--- src/hdl/art_pkg.sv ---
// Purpose: Shared constants for the auto-reload timer/counter block
// Assumes: Registers are 8 bits wide, one per aligned 32-bit word
// Notes: Byte address of a register is four times its index
package art_pkg;

    // Register indices (byte address = index * 4)
    localparam logic [7:0] ART_IDX_CTRL = 8'h88;
    localparam logic [7:0] ART_IDX_CNT_LO = 8'h8A;
    localparam logic [7:0] ART_IDX_CNT_HI = 8'h8C;
    localparam logic [7:0] ART_IDX_RLD_HI = 8'h8D;
    localparam logic [7:0] ART_IDX_RLD_LO = 8'h90;
    localparam logic [7:0] ART_IDX_IRQ_STAT = 8'h91;
    localparam logic [7:0] ART_IDX_IRQ_MASK = 8'h92;

    // Control register bit positions
    localparam int ART_CB_GATE = 7;
    localparam int ART_CB_SRC = 6;
    localparam int ART_CB_OVF = 5;
    localparam int ART_CB_RUN = 4;
    localparam int ART_CB_A_FLAG = 3;
    localparam int ART_CB_A_TYPE = 2;
    localparam int ART_CB_B_FLAG = 1;
    localparam int ART_CB_B_TYPE = 0;

    // Interrupt status and mask bit positions
    localparam int ART_IB_OVF = 0;
    localparam int ART_IB_A = 1;
    localparam int ART_IB_B = 2;

    // Reset values
    localparam logic [7:0] ART_RST_BYTE = 8'h00;
    localparam logic [2:0] ART_RST_IRQ = 3'h0;

    // Machine cycle timing: twelve clocks per cycle
    localparam logic [3:0] ART_PH_LAST = 4'hB;
    localparam logic [3:0] ART_PH_SAMPLE = 4'h6;

    // AXI responses
    localparam logic [1:0] ART_RESP_OKAY = 2'h0;
    localparam logic [1:0] ART_RESP_DECERR = 2'h3;

endpackage

--- src/hdl/art_sync.sv ---
// Purpose: Two-flop synchroniser for asynchronous pin levels
// Assumes: Inputs are slow levels from outside the clock domain
// Notes: First stage is read only by the second stage
module art_sync
    import art_pkg::*;
#(
    parameter int WIDTH = 3
) (
    // Clock and reset
    input wire logic clk_sys_in,
    input wire logic rst_n_in,
    // Levels
    input wire logic [WIDTH-1:0] async_in,
    output logic [WIDTH-1:0] sync_out
);

    logic [WIDTH-1:0] meta;

    // Two stages, reset to the idle high pin level so no false edge follows reset
    always_ff @(posedge clk_sys_in or negedge rst_n_in) begin
        if (!rst_n_in) begin
            meta <= '1;
            sync_out <= '1;
        end else begin
            meta <= async_in;
            sync_out <= meta;
        end
    end

endmodule

--- src/hdl/art_timebase.sv ---
// Purpose: Machine-cycle phase counter, twelve clocks per cycle
// Assumes: Runs on every rising edge of the system clock
// Notes: Gives the end-of-cycle and pin-sample points
module art_timebase
    import art_pkg::*;
(
    // Clock and reset
    input wire logic clk_sys_in,
    input wire logic rst_n_in,
    // Phase outputs
    output logic [3:0] phase_out,
    output logic cycle_end_out,
    output logic sample_out
);

    // Phase wraps after the last of twelve
    always_ff @(posedge clk_sys_in or negedge rst_n_in) begin
        if (!rst_n_in) begin
            phase_out <= 4'h0;
        end else if (phase_out == ART_PH_LAST) begin
            phase_out <= 4'h0;
        end else begin
            phase_out <= phase_out + 4'h1;
        end
    end

    // Decoded points within the cycle
    assign cycle_end_out = (phase_out == ART_PH_LAST);
    assign sample_out = (phase_out == ART_PH_SAMPLE);

endmodule

--- src/hdl/art_timer.sv ---
// Purpose: 16-bit auto-reload timer/counter with external interrupt flags
// Assumes: AXI4-Lite slave, 8-bit registers in the low byte lane
// Notes: Pins pass two flops before use; outputs come from flops
//
// Behaviour
// - The count advances once per twelve clocks or once per external count event.
// - In counter mode the external count pin is sampled once per cycle at state four phase one.
// - Control bit 6 set counts external events, clear counts the divided clock.
// - With control bit 7 set counting also needs the interrupt-a pin high.
// - Control bit 4 is the run bit; clear holds the count.
// - The count is a 16-bit pair of high and low bytes incremented as one value.
// - On overflow the pair loads from the reload bytes, which stay unchanged.
// - Overflow sets control bit 5, which requests an interrupt when enabled.
// - The overflow flag clears when the handler is entered and on reset.
// - Bits 3 to 0 hold flag a, type a, flag b, type b in that order.
// - A type bit of 1 makes the flag edge set, 0 makes the input level sensitive.
//
// The implementer's own choices: register access over AXI4-Lite and the address map.
module art_timer
    import art_pkg::*;
(
    // Clock and reset
    input wire logic clk_sys_in,
    input wire logic rst_n_in,
    // AXI4-Lite write address and data
    input wire logic [11:0] s_axi_awaddr_in,
    input wire logic s_axi_awvalid_in,
    output logic s_axi_awready_out,
    input wire logic [31:0] s_axi_wdata_in,
    input wire logic [3:0] s_axi_wstrb_in,
    input wire logic s_axi_wvalid_in,
    output logic s_axi_wready_out,
    // AXI4-Lite write response
    output logic [1:0] s_axi_bresp_out,
    output logic s_axi_bvalid_out,
    input wire logic s_axi_bready_in,
    // AXI4-Lite read
    input wire logic [11:0] s_axi_araddr_in,
    input wire logic s_axi_arvalid_in,
    output logic s_axi_arready_out,
    output logic [31:0] s_axi_rdata_out,
    output logic [1:0] s_axi_rresp_out,
    output logic s_axi_rvalid_out,
    input wire logic s_axi_rready_in,
    // Pins
    input wire logic external_count_pin_in,
    input wire logic ext_int_a_pin_in,
    input wire logic ext_int_b_pin_in,
    // Handler entry: bit 0 overflow, bit 1 flag a, bit 2 flag b
    input wire logic [2:0] vector_ack_in,
    // Interrupt
    output logic irq_out
);

    // Register index is mapped
    function automatic logic is_mapped(input logic [7:0] idx);
        is_mapped = (idx == ART_IDX_CTRL) || (idx == ART_IDX_CNT_LO) ||
                    (idx == ART_IDX_CNT_HI) || (idx == ART_IDX_RLD_HI) ||
                    (idx == ART_IDX_RLD_LO) || (idx == ART_IDX_IRQ_STAT) ||
                    (idx == ART_IDX_IRQ_MASK);
    endfunction

    // Next value of an external interrupt flag; a set beats any clear
    function automatic logic next_ext_flag(input logic flag, input logic edge_type,
                                           input logic fall, input logic low,
                                           input logic wr, input logic wbit,
                                           input logic ack);
        logic kept;
        kept = wr ? wbit : (flag && !ack);
        if (edge_type) begin
            next_ext_flag = fall || kept;
        end else begin
            next_ext_flag = low;
        end
    endfunction

    logic [3:0] phase;
    logic cycle_end;
    logic sample_pt;
    logic [2:0] pins_s;
    logic cnt_pin_s;
    logic pin_a_s;
    logic pin_b_s;
    logic cnt_last;
    logic a_prev;
    logic b_prev;
    logic [7:0] cfg;
    logic ovf_flag;
    logic a_flag;
    logic b_flag;
    logic [15:0] count;
    logic [7:0] rld_lo;
    logic [7:0] rld_hi;
    logic [2:0] irq_stat;
    logic [2:0] irq_mask;
    logic aw_held;
    logic w_held;
    logic [7:0] aw_idx;
    logic [7:0] w_data;
    logic w_lane;
    logic wr_fire;
    logic pin_event;
    logic gate_ok;
    logic count_en;
    logic ovf_evt;
    logic wr_ctrl;
    logic wr_lo;
    logic wr_hi;
    logic fall_a;
    logic fall_b;
    logic [7:0] ctrl_view;
    logic [31:0] rd_word;
    logic [7:0] ar_idx;

    art_timebase u_timebase (
        .clk_sys_in(clk_sys_in),
        .rst_n_in(rst_n_in),
        .phase_out(phase),
        .cycle_end_out(cycle_end),
        .sample_out(sample_pt)
    );

    art_sync #(.WIDTH(3)) u_sync (
        .clk_sys_in(clk_sys_in),
        .rst_n_in(rst_n_in),
        .async_in({ext_int_b_pin_in, ext_int_a_pin_in, external_count_pin_in}),
        .sync_out(pins_s)
    );

    assign cnt_pin_s = pins_s[0];
    assign pin_a_s = pins_s[1];
    assign pin_b_s = pins_s[2];

    // Write strobes, taken when address and data are both held
    assign wr_fire = aw_held && w_held && !s_axi_bvalid_out;
    assign wr_ctrl = wr_fire && w_lane && (aw_idx == ART_IDX_CTRL);
    assign wr_lo = wr_fire && w_lane && (aw_idx == ART_IDX_CNT_LO);
    assign wr_hi = wr_fire && w_lane && (aw_idx == ART_IDX_CNT_HI);

    // Count qualification: source, run bit and gate
    assign pin_event = sample_pt && cnt_last && !cnt_pin_s;
    assign gate_ok = !cfg[ART_CB_GATE] || pin_a_s;
    assign count_en = cfg[ART_CB_RUN] && gate_ok &&
                      (cfg[ART_CB_SRC] ? pin_event : cycle_end);
    assign ovf_evt = count_en && (&count);

    // Falling edges on the interrupt pins
    assign fall_a = a_prev && !pin_a_s;
    assign fall_b = b_prev && !pin_b_s;

    // Count pin sampled once per machine cycle
    always_ff @(posedge clk_sys_in or negedge rst_n_in) begin
        if (!rst_n_in) begin
            cnt_last <= 1'b0;
        end else if (sample_pt) begin
            cnt_last <= cnt_pin_s;
        end
    end

    // Previous interrupt pin levels
    always_ff @(posedge clk_sys_in or negedge rst_n_in) begin
        if (!rst_n_in) begin
            a_prev <= 1'b1;
            b_prev <= 1'b1;
        end else begin
            a_prev <= pin_a_s;
            b_prev <= pin_b_s;
        end
    end

    // Software-held control bits; flag bits live apart
    always_ff @(posedge clk_sys_in or negedge rst_n_in) begin
        if (!rst_n_in) begin
            cfg <= ART_RST_BYTE;
        end else if (wr_ctrl) begin
            cfg <= w_data;
        end
    end

    // Overflow flag: set wins over handler entry and software write
    always_ff @(posedge clk_sys_in or negedge rst_n_in) begin
        if (!rst_n_in) begin
            ovf_flag <= 1'b0;
        end else if (ovf_evt) begin
            ovf_flag <= 1'b1;
        end else if (wr_ctrl) begin
            ovf_flag <= w_data[ART_CB_OVF];
        end else if (vector_ack_in[0]) begin
            ovf_flag <= 1'b0;
        end
    end

    // External interrupt flags, edge or level
    always_ff @(posedge clk_sys_in or negedge rst_n_in) begin
        if (!rst_n_in) begin
            a_flag <= 1'b0;
            b_flag <= 1'b0;
        end else begin
            a_flag <= next_ext_flag(a_flag, cfg[ART_CB_A_TYPE], fall_a, !pin_a_s,
                                    wr_ctrl, w_data[ART_CB_A_FLAG], vector_ack_in[1]);
            b_flag <= next_ext_flag(b_flag, cfg[ART_CB_B_TYPE], fall_b, !pin_b_s,
                                    wr_ctrl, w_data[ART_CB_B_FLAG], vector_ack_in[2]);
        end
    end

    // Count pair: increment, reload on overflow, software writes last
    always_ff @(posedge clk_sys_in or negedge rst_n_in) begin
        if (!rst_n_in) begin
            count <= {ART_RST_BYTE, ART_RST_BYTE};
        end else begin
            if (ovf_evt) begin
                count <= {rld_hi, rld_lo};
            end else if (count_en) begin
                count <= count + 16'h0001;
            end
            if (wr_lo) begin
                count[7:0] <= w_data;
            end
            if (wr_hi) begin
                count[15:8] <= w_data;
            end
        end
    end

    // Reload bytes change only by software
    always_ff @(posedge clk_sys_in or negedge rst_n_in) begin
        if (!rst_n_in) begin
            rld_lo <= ART_RST_BYTE;
            rld_hi <= ART_RST_BYTE;
        end else if (wr_fire && w_lane) begin
            if (aw_idx == ART_IDX_RLD_LO) begin
                rld_lo <= w_data;
            end
            if (aw_idx == ART_IDX_RLD_HI) begin
                rld_hi <= w_data;
            end
        end
    end

    // Sticky interrupt status, write one to clear, events win
    always_ff @(posedge clk_sys_in or negedge rst_n_in) begin
        if (!rst_n_in) begin
            irq_stat <= ART_RST_IRQ;
        end else begin
            irq_stat <= (irq_stat & ~((wr_fire && w_lane && aw_idx == ART_IDX_IRQ_STAT) ?
                        w_data[2:0] : 3'h0)) |
                        {fall_b && cfg[ART_CB_B_TYPE], fall_a && cfg[ART_CB_A_TYPE], ovf_evt};
        end
    end

    // Interrupt mask
    always_ff @(posedge clk_sys_in or negedge rst_n_in) begin
        if (!rst_n_in) begin
            irq_mask <= ART_RST_IRQ;
        end else if (wr_fire && w_lane && aw_idx == ART_IDX_IRQ_MASK) begin
            irq_mask <= w_data[2:0];
        end
    end

    // Interrupt output, high while an unmasked status bit is set
    always_ff @(posedge clk_sys_in or negedge rst_n_in) begin
        if (!rst_n_in) begin
            irq_out <= 1'b0;
        end else begin
            irq_out <= |(irq_stat & irq_mask);
        end
    end

    // AXI write channels: address and data taken in either order
    always_ff @(posedge clk_sys_in or negedge rst_n_in) begin
        if (!rst_n_in) begin
            aw_held <= 1'b0;
            w_held <= 1'b0;
            aw_idx <= 8'h00;
            w_data <= 8'h00;
            w_lane <= 1'b0;
            s_axi_awready_out <= 1'b1;
            s_axi_wready_out <= 1'b1;
            s_axi_bvalid_out <= 1'b0;
            s_axi_bresp_out <= ART_RESP_OKAY;
        end else begin
            if (s_axi_awvalid_in && s_axi_awready_out) begin
                aw_held <= 1'b1;
                aw_idx <= s_axi_awaddr_in[9:2];
                s_axi_awready_out <= 1'b0;
            end
            if (s_axi_wvalid_in && s_axi_wready_out) begin
                w_held <= 1'b1;
                w_data <= s_axi_wdata_in[7:0];
                w_lane <= s_axi_wstrb_in[0];
                s_axi_wready_out <= 1'b0;
            end
            if (wr_fire) begin
                aw_held <= 1'b0;
                w_held <= 1'b0;
                s_axi_bvalid_out <= 1'b1;
                s_axi_bresp_out <= is_mapped(aw_idx) ? ART_RESP_OKAY : ART_RESP_DECERR;
            end
            if (s_axi_bvalid_out && s_axi_bready_in) begin
                s_axi_bvalid_out <= 1'b0;
                s_axi_awready_out <= 1'b1;
                s_axi_wready_out <= 1'b1;
            end
        end
    end

    // Control register view in its documented layout
    assign ctrl_view = {cfg[ART_CB_GATE], cfg[ART_CB_SRC], ovf_flag, cfg[ART_CB_RUN],
                        a_flag, cfg[ART_CB_A_TYPE], b_flag, cfg[ART_CB_B_TYPE]};

    // Read data selection
    assign ar_idx = s_axi_araddr_in[9:2];
    always_comb begin
        rd_word = 32'h0000_0000;
        case (ar_idx)
            ART_IDX_CTRL: rd_word[7:0] = ctrl_view;
            ART_IDX_CNT_LO: rd_word[7:0] = count[7:0];
            ART_IDX_CNT_HI: rd_word[7:0] = count[15:8];
            ART_IDX_RLD_HI: rd_word[7:0] = rld_hi;
            ART_IDX_RLD_LO: rd_word[7:0] = rld_lo;
            ART_IDX_IRQ_STAT: rd_word[2:0] = irq_stat;
            ART_IDX_IRQ_MASK: rd_word[2:0] = irq_mask;
            default: rd_word = 32'h0000_0000;
        endcase
    end

    // AXI read channel: answer one cycle after the address is taken
    always_ff @(posedge clk_sys_in or negedge rst_n_in) begin
        if (!rst_n_in) begin
            s_axi_arready_out <= 1'b1;
            s_axi_rvalid_out <= 1'b0;
            s_axi_rdata_out <= 32'h0000_0000;
            s_axi_rresp_out <= ART_RESP_OKAY;
        end else begin
            if (s_axi_arvalid_in && s_axi_arready_out) begin
                s_axi_arready_out <= 1'b0;
                s_axi_rvalid_out <= 1'b1;
                s_axi_rdata_out <= rd_word;
                s_axi_rresp_out <= is_mapped(ar_idx) ? ART_RESP_OKAY : ART_RESP_DECERR;
            end else if (s_axi_rvalid_out && s_axi_rready_in) begin
                s_axi_rvalid_out <= 1'b0;
                s_axi_arready_out <= 1'b1;
            end
        end
    end

    // Timer mode counts only at the end of a machine cycle
    property p_timer_tick;
        @(posedge clk_sys_in) disable iff (!rst_n_in)
        (count_en && !cfg[ART_CB_SRC]) |-> (phase == ART_PH_LAST);
    endproperty
    a_timer_tick: assert property (p_timer_tick)
        else $error("timer mode counted off the cycle end");

    // External events occur only at the sample point
    property p_sample_point;
        @(posedge clk_sys_in) disable iff (!rst_n_in)
        pin_event |-> (phase == ART_PH_SAMPLE);
    endproperty
    a_sample_point: assert property (p_sample_point)
        else $error("count pin event outside the sample point");

    // Counter mode ignores cycle ends without a pin event
    property p_counter_src;
        @(posedge clk_sys_in) disable iff (!rst_n_in)
        (cfg[ART_CB_SRC] && cycle_end && !pin_event && !wr_lo && !wr_hi) |=> $stable(count);
    endproperty
    a_counter_src: assert property (p_counter_src)
        else $error("counter mode advanced without a pin event");

    // Gate low stops counting
    property p_gate;
        @(posedge clk_sys_in) disable iff (!rst_n_in)
        (cfg[ART_CB_GATE] && !pin_a_s) |-> !count_en;
    endproperty
    a_gate: assert property (p_gate)
        else $error("counted while gated off");

    // Run bit clear holds the count
    property p_hold;
        @(posedge clk_sys_in) disable iff (!rst_n_in)
        (!cfg[ART_CB_RUN] && !wr_lo && !wr_hi) |=> (count == $past(count));
    endproperty
    a_hold: assert property (p_hold)
        else $error("count moved with run bit clear");

    // Increment by exactly one
    property p_incr;
        @(posedge clk_sys_in) disable iff (!rst_n_in)
        (count_en && !(&count) && !wr_lo && !wr_hi) |=> (count == $past(count) + 16'h0001);
    endproperty
    a_incr: assert property (p_incr)
        else $error("count did not advance by one");

    // Overflow reloads and sets the flag in the same step
    property p_reload;
        @(posedge clk_sys_in) disable iff (!rst_n_in)
        (ovf_evt && !wr_lo && !wr_hi) |=> (count == {$past(rld_hi), $past(rld_lo)}) && ovf_flag;
    endproperty
    a_reload: assert property (p_reload)
        else $error("overflow did not reload and flag");

    // Handler entry clears the overflow flag
    property p_ack_clear;
        @(posedge clk_sys_in) disable iff (!rst_n_in)
        (vector_ack_in[0] && !ovf_evt && !wr_ctrl) |=> !ovf_flag;
    endproperty
    a_ack_clear: assert property (p_ack_clear)
        else $error("overflow flag not cleared on handler entry");

    // Unmasked overflow status raises the interrupt one cycle later
    property p_irq;
        @(posedge clk_sys_in) disable iff (!rst_n_in)
        (irq_stat[ART_IB_OVF] && irq_mask[ART_IB_OVF]) |=> irq_out;
    endproperty
    a_irq: assert property (p_irq)
        else $error("overflow interrupt not raised");

    // Edge-type flag set by a falling edge
    property p_edge_flag;
        @(posedge clk_sys_in) disable iff (!rst_n_in)
        (fall_a && cfg[ART_CB_A_TYPE]) |=> a_flag && irq_stat[ART_IB_A];
    endproperty
    a_edge_flag: assert property (p_edge_flag)
        else $error("edge on pin a did not set its flag");

endmodule

--- config.mk ---
export PLATFORM = sky130hd
export DESIGN_NAME = art_timer
export DESIGN_NICKNAME = d
export VERILOG_FILES = /design/src/hdl/art_pkg.sv /design/src/hdl/art_sync.sv /design/src/hdl/art_timebase.sv /design/src/hdl/art_timer.sv
export SDC_FILE = /design/constraint.sdc
export NUM_CORES = 1
export LEC_CHECK = 0
export BUFFER_PORTS_ARGS = -buffer_cell sky130_fd_sc_hd__buf_2
export CORE_ASPECT_RATIO = 1.5
export CORE_MARGIN = 2
export CORE_UTILIZATION = 40
export CTS_CLUSTER_SIZE = 16
export DETAILED_ROUTE_END_ITERATION = 12
export PLACE_DENSITY_LB_ADDON = 0.1
export SETUP_SLACK_MARGIN = 0.3
export SYNTH_ARGS = -nofsm -noshare
export SYNTH_HDL_FRONTEND = slang
export SYNTH_SLANG_ARGS = --single-unit
--- constraint.sdc ---
create_clock -name clk_sys_in -period 5.4 [get_ports clk_sys_in]
set_input_delay 0.27 -clock clk_sys_in [delete_from_list [all_inputs] [get_ports clk_sys_in]]
set_output_delay 0.27 -clock clk_sys_in [all_outputs]
set_load 0.1 [all_outputs]
==> results.sh, run 1 <==
export IMPL_fin_crit_sh_pct=44.6
export IMPL_detail_route_antenna_nets=0
export IMPL_initial_core_util_pct=40.6
export IMPL_wl_per_cell_um=17.2
export IMPL_grtUsageTotal_pct=18.8
export IMPL_drt_total_wl_um=11600
export IMPL_clock_sinks=94
export IMPL_postSynthCellCount=462
export IMPL_fmax_mhz=416
export IMPL_cts_root_buf="clkbuf_16"
export IMPL_finalClockSkew_ns=0.00454
export IMPL_core_sq_mm=0.0119
export IMPL_placed_cell_area_sq_mm=0.00515
export IMPL_die_y_um=139
export IMPL_ctsLongestPathBuffers=2
export IMPL_required_ns=5.66
export IMPL_drt_iter0_markers=241
export IMPL_grt_pass1_wl_um=18800
export IMPL_rsz0062_at_grt="no"
export IMPL_die_w_um=93.7
export IMPL_vias_per_cell=5.36
export IMPL_hold_viol_final=0
export IMPL_drive_gt1_share_pct=25.4
export IMPL_cts_made_buffers=9
export IMPL_crit_arrival_ns=2.67
export IMPL_slew_violations=0
export IMPL_placed_cells=655
export IMPL_dr_pass1_iters=4
export IMPL_num_vias=3600
export IMPL_cts_tree="done"
export IMPL_async_reset_ff_share_pct=100
export IMPL_synth_distinct_cells=61
export IMPL_ioPinCount=115
export IMPL_path_cells="ha_1 > nand3_1 > or3_1 > nor2_1 > o311ai_0 > a21oi_1"
export IMPL_cts_max_level=3
export IMPL_cpPeakStageDelay_ns=0.53
export IMPL_grt_overflow=0
export IMPL_grt_busiest_layer="met2"
export IMPL_n_fill_cell=1141
export IMPL_met2_usage_pct=31.1
export IMPL_worstMarginPinSlew_ns=0.642
export IMPL_multi_input_area_sq_mm=0.00224
export IMPL_fin_cells=672
export IMPL_design_area_sq_mm=0.00546
export IMPL_setup_viol=0
export IMPL_antenna_found_initial=0
export IMPL_ys_ff_latch=94
export IMPL_fin_util_pct=45.9
export IMPL_start_kind="flip-flop"
export IMPL_p_leak_nw=2.46
export IMPL_layout_commonest_cell="dfrtp_1"
export IMPL_fin_nets=590
export IMPL_dp_final_hpwl_um=8470
export IMPL_diodes=0
export IMPL_critPathCaptureType="flip-flop"
export IMPL_syn_to_final_growth_pct=12.9
export IMPL_insertion_delay_ns=0.34
export IMPL_layout_common_cells="83 x dfrtp_1, 54 x buf_2, 50 x nand2_1"
export IMPL_use_met1_pct=23.9
export IMPL_grt_max_degree=52
export IMPL_peakVddDrop_mv=0.412
export IMPL_ys_seq_area_share_pct=49.0
export IMPL_path_class="flip-flop to flip-flop"
export IMPL_final_setup_tns_ns=0
export IMPL_numPortBuffers=55
export IMPL_maxSlewHeadroom_pct=56.6
export IMPL_cts_resized=0
export IMPL_fin_crit_ns=2.41
export IMPL_use_met3_pct=3.15
export IMPL_drcViolationCount=0
export IMPL_synth_area_sq_mm=0.00483
export IMPL_maxCapViolations=0
export IMPL_regArea_sq_mm=0.00237
export IMPL_synth_ff_type="dfrtp_1"
export IMPL_synth_edff_count=0
export IMPL_grt_pass1_vias=3565
export IMPL_cts_reportedPaths_clkPinSlew_ns=0.06
export IMPL_crit_slowest_cell="or3_1"
export IMPL_die_area_sq_mm=0.0130
export IMPL_hold_path_class="input pin to flip-flop"
export IMPL_crit_fanout=10
export IMPL_gp_congestion=0.901
export IMPL_rows=49
export IMPL_syn_avg_cell_area_sq_um=10.5
export IMPL_yosys_warnings=0
export IMPL_status="completed"
export IMPL_p_per_area_mw_per_mm2=401
-- registers in the layout, summed over array words and instances, names as in the netlist, 3 cells and up --
register / flops
cfg: 5
u_timebase.phase_out: 4
u_sync.meta: 3
rld_hi: 8
w_data: 8
count: 16
rld_lo: 8
s_axi_rdata_out: 8
u_sync.sync_out: 3
aw_idx: 8
irq_stat: 3
irq_mask: 3
-- timing repair --
action | in CTS | in global routing
hold endpoints to repair | 36 | 0
hold buffers | 1 | 0
setup buffers | 0 | 0
-- where the power goes --
| part | internal [mW] | total (mW) | leakage, nW | switching, mW |
|---|---|---|---|---|
| sequential | 0.841 | 1.01 | 1.21 | 0.171 |
| clock | 0.360 | 0.633 | 0.142 | 0.272 |
| combinational | 0.160 | 0.546 | 1.11 | 0.387 |
| total | 1.36 | 2.19 | 2.46 | 0.830 |
-- final cells by class --
cell class                 count  area share (%)
sequential                    94            43.4
multi-input combinational    335            41.1
clock inverter                 7            1.33
timing repair buffer          57            5.41
inverter                      17            1.17
tap                          153            3.51
clock buffer                   9            4.13
-- cells by family after synthesis --
group | share of synthesized area (%)
fa+ha+maj | 0.777
buf+inv | 6.40
mux | 14.6
compound gates | 14.1
simple gates | 14.9
xor+xnor | 0.181
other cells | 0.0776
flops | 49.0
-- stage by stage --
step,hold WS [ns],worst slack [ns],power (mW)
after floorplan,-0.0256,3.27,1.44
after global placement,0.306,3.11,1.56
after detailed placement,0.312,3.03,1.58
after CTS,0.00819,3.00,2.22
after global routing,0.0133,2.79,2.31
final,0.0257,2.99,2.19
-- final timing paths --
kind / startpoint / slack, ns / to / cells past startpoint
setup reg to reg: count[0] / 2.99 / count[13] / 6
min in group asynchronous: rst_n_in / 0.47 / s_axi_rdata_out[5] / 2
setup / recovery: count[0] / 2.99 / count[13] / 6
hold / removal: external_count_pin_in / 0.03 / u_sync.meta[0] / 1
max in group asynchronous: rst_n_in / 3.87 / rld_hi[0] / 3
hold reg to reg: u_sync.meta[0] / 0.36 / u_sync.sync_out[0] / 0
-- per-layer routing --
layer	routed length [um]	share of wire, %	vias up
met1	4880	42	1747
met5	0	0	-
li1	-	-	1734
met2	5880	51	101
met3	511	4.4	18
met4	284	2.5	0
-- synthesized netlist by cell type, drive strengths merged, types with 2 or more instances --
| library cell | number | area [sq um] |
|---|---|---|
| dfrtp | 83 | 2080 |
| nand2 | 50 | 188 |
| mux2 | 44 | 495 |
| buf | 30 | 211 |
| o21ai | 30 | 150 |
| nor2 | 22 | 82.6 |
| a21oi | 21 | 105 |
| mux2i | 21 | 210 |
| inv | 17 | 63.8 |
| nand3 | 13 | 65.1 |
| dfstp | 11 | 289 |
| clkbuf | 9 | 33.8 |
| and2 | 8 | 50.1 |
| nor3 | 8 | 40.0 |
| a2bb2oi | 7 | 61.3 |
| nor2b | 6 | 37.5 |
| o22ai | 6 | 37.5 |
| a31oi | 4 | 25.0 |
| and4 | 4 | 35.0 |
| nor4 | 4 | 25.0 |
| o31ai | 4 | 30.0 |
| or3 | 4 | 25.0 |
| a211oi | 3 | 22.5 |
| a41oi | 3 | 26.3 |
| and3 | 3 | 18.8 |
| ha | 3 | 37.5 |
| nand3b | 3 | 35.0 |
| nand4b | 3 | 26.3 |
| nor4b | 3 | 26.3 |
| o2bb2ai | 3 | 26.3 |
| o32ai | 3 | 26.3 |
| and3b | 2 | 17.5 |
| nor3b | 2 | 15.0 |
| o22a | 2 | 17.5 |
| or2 | 2 | 15.0 |
-- worst max-delay path: cells and delay by family (launching register included) --
| family | cells | cell delay [ns] |
|---|---|---|
| DFF | 1 | 0.44 |
| and+or+nand+nor | 3 | 1.18 |
| adders and majority gates | 1 | 0.24 |
| AOI/OAI and AO/OA | 2 | 0.46 |
Power figures use the tool's default switching activity.
==> run 2, diff against run 1 <==
==> constraint.sdc (replaced) <==
create_clock -name clk_sys_in -period 2.2 [get_ports clk_sys_in]
set_input_delay 0.11 -clock clk_sys_in [delete_from_list [all_inputs] [get_ports clk_sys_in]]
set_output_delay 0.11 -clock clk_sys_in [all_outputs]
set_load 0.1 [all_outputs]
==> run 2 against run 1 <==
Sequential power is 150% higher. Register-to-register slack worse by 2.9 ns. First-iteration DRC count is 22% higher. Critical endpoint is now count[5]. Largest cell class is now multi-input gates. Highest routed layer unchanged.
==> results.sh, run 2 (synthesis results as in run 1) <==
export IMPL_status="completed"
export IMPL_path_buf_inv=2
export IMPL_dp_final_hpwl_um=8810
export IMPL_cts_max_level=3
export IMPL_setup_viol=0
export IMPL_numPortBuffers=55
export IMPL_fin_crit_sh_pct=93.7
export IMPL_p_per_area_mw_per_mm2=912
export IMPL_switching_power_mw=2.07
export IMPL_grt_pass1_vias=3834
export IMPL_largest_register="count"
export IMPL_p_total_mw=5.65
export IMPL_cts_reportedPaths_clkPinSlew_ns=0.06
export IMPL_internal_power_mw=3.58
export IMPL_fin_util_pct=52.1
export IMPL_grt_max_degree=54
export IMPL_vias_per_cell=5.42
export IMPL_insertion_delay_ns=0.35
export IMPL_hold_path_class="input pin to flip-flop"
export IMPL_cts_made_buffers=9
export IMPL_crit_slowest_cell="o32a_4"
export IMPL_crit_family="compound AO/OA/AOI/OAI gates"
export IMPL_diodes=0
export IMPL_path_class="flip-flop to flip-flop"
export IMPL_pwr_share_clk_pct=30.4
export IMPL_critPathCaptureType="flip-flop"
export IMPL_finalClockSkew_ns=0.00688
export IMPL_grt_overflow=0
export IMPL_placed_cells=674
export IMPL_final_setup_tns_ns=0
export IMPL_p_comb_share_pct=25.8
export IMPL_dr_pass1_iters=5
export IMPL_gp_congestion=0.895
export IMPL_cts_root_buf="clkbuf_16"
export IMPL_maxCapViolations=0
export IMPL_required_ns=2.41
export IMPL_peakVddDrop_mv=1.25
export IMPL_die_area_sq_mm=0.0130
export IMPL_layout_setup_ws_ns=0.139
export IMPL_crit_fanout=7
export IMPL_grt_pass1_wl_um=19500
export IMPL_num_vias=3939
export IMPL_layout_common_cells="82 x dfrtp_1, 54 x buf_2, 49 x nand2_1"
export IMPL_hold_viol_final=0
export IMPL_drive_gt1_share_pct=32.9
export IMPL_drcViolationCount=0
export IMPL_syn_to_final_growth_pct=28.2
export IMPL_path_depth=8
export IMPL_wl_per_cell_um=16.9
export IMPL_core_sq_mm=0.0119
export IMPL_antenna_found_initial=0
export IMPL_cts_tree="done"
export IMPL_maxSlewHeadroom_pct=51.4
export IMPL_die_w_um=93.7
export IMPL_fmax_mhz=485
export IMPL_whs_path_depth=2
export IMPL_rsz0062_at_grt="yes"
export IMPL_detail_route_antenna_nets=0
export IMPL_crit_arrival_ns=2.27
export IMPL_worstMarginPinSlew_ns=0.729
export IMPL_start_kind="flip-flop"
export IMPL_initial_core_util_pct=40.6
export IMPL_grtUsageTotal_pct=19.1
export IMPL_p_leak_nw=2.85
export IMPL_die_y_um=139
export IMPL_drt_iter0_markers=295
export IMPL_power_frac_seq_pct=43.8
export IMPL_slew_violations=0
export IMPL_path_cells="inv_2 > ha_4 > nand3b_4 > o32a_4 > or2_2 > buf_4 > a2bb2oi_1 > a31oi_1"
export IMPL_ctsLongestPathBuffers=2
export IMPL_clock_sinks=94
export IMPL_place_ws_ns=0.109
export IMPL_fin_crit_ns=2.06
export IMPL_fin_nets=645
export IMPL_rows=49
export IMPL_ioPinCount=115
export IMPL_fin_cells=727
export IMPL_swShare_pct=36.6
export IMPL_cpPeakStageDelay_ns=0.42
export IMPL_ff2ff_path_depth=8
export IMPL_drt_total_wl_um=12300
export IMPL_layout_commonest_cell="dfrtp_1"
export IMPL_largest_register_ffs=16
==> run 2: what timing repair did <==
action / 4_1_cts / 5_1_grt
gates cloned: 1 / 0
endpoints found under the hold margin: 106 / 0
gates resized for setup: 19 / 24
pin swaps: 7 / 10
buffers inserted: 7 / 4
setup endpoints to repair: 20 / 24
hold buffers: 25 / 0
==> run 2: area by class of cell <==
cell class / count / area (sq um)
clock buffers: 11 / 253
fillers: 1107 / 5700
inverters: 17 / 63.8
repair buffers: 111 / 805
clock inverters: 5 / 81.3
well taps: 153 / 191
flip-flops and latches: 94 / 2370
multi-input cells: 336 / 2430
==> run 2: metrics by stage <==
| stage | hold slack (ns) | area, sq um |
|---|---|---|
| after floorplan | -0.186 | 4940 |
| after global placement | -0.0413 | 5320 |
| after detailed placement | -0.0366 | 5320 |
| after CTS | 0.00105 | 6050 |
| after global routing | 0.0107 | 6200 |
| final | 0.00351 | 6200 |
==> run 2: worst reg2reg max path, stage by stage (launching register included) <==
cell and delay, ns:
dfrtp_1 0.41, inv_2 0.09, ha_4 0.14, nand3b_4 0.07
o32a_4 0.42, or2_2 0.38, buf_4 0.18, a2bb2oi_1 0.15
a31oi_1 0.10
==> run 2: path summary, 6_finish.rpt <==
| kind | start | to | slack [ns] |
|---|---|---|---|
| worst max-delay path | u_timebase.phase_out[0] | count[5] | 0.14 |
| worst min-delay path | s_axi_awaddr_in[6] | aw_idx[4] | 0.004 |
| worst max register to register | u_timebase.phase_out[0] | count[5] | 0.14 |
| worst min register to register | u_sync.meta[0] | u_sync.sync_out[0] | 0.35 |
| max in group asynchronous | rst_n_in | s_axi_wready_out | 1.35 |
| min in group asynchronous | rst_n_in | rld_hi[5] | 0.16 |
==> run 2: routing by layer <==
metal | wire, um | GRT usage [%]
met3 | 558 | 3.42
met1 | 4870 | 23.1
met4 | 248 | 5.80
met5 | 0 | 0
met2 | 6630 | 34.1
==> run 2: power by group through the flow <==
stage	Sequential [mW]	Clock [mW]	Combinational [mW]
final	2.48	1.72	1.46
after global routing	2.53	1.83	1.55
after CTS	2.47	1.75	1.45
after detailed placement	2.50	0	1.40
after global placement	2.49	0	1.38
after floorplan	2.68	0	0.868
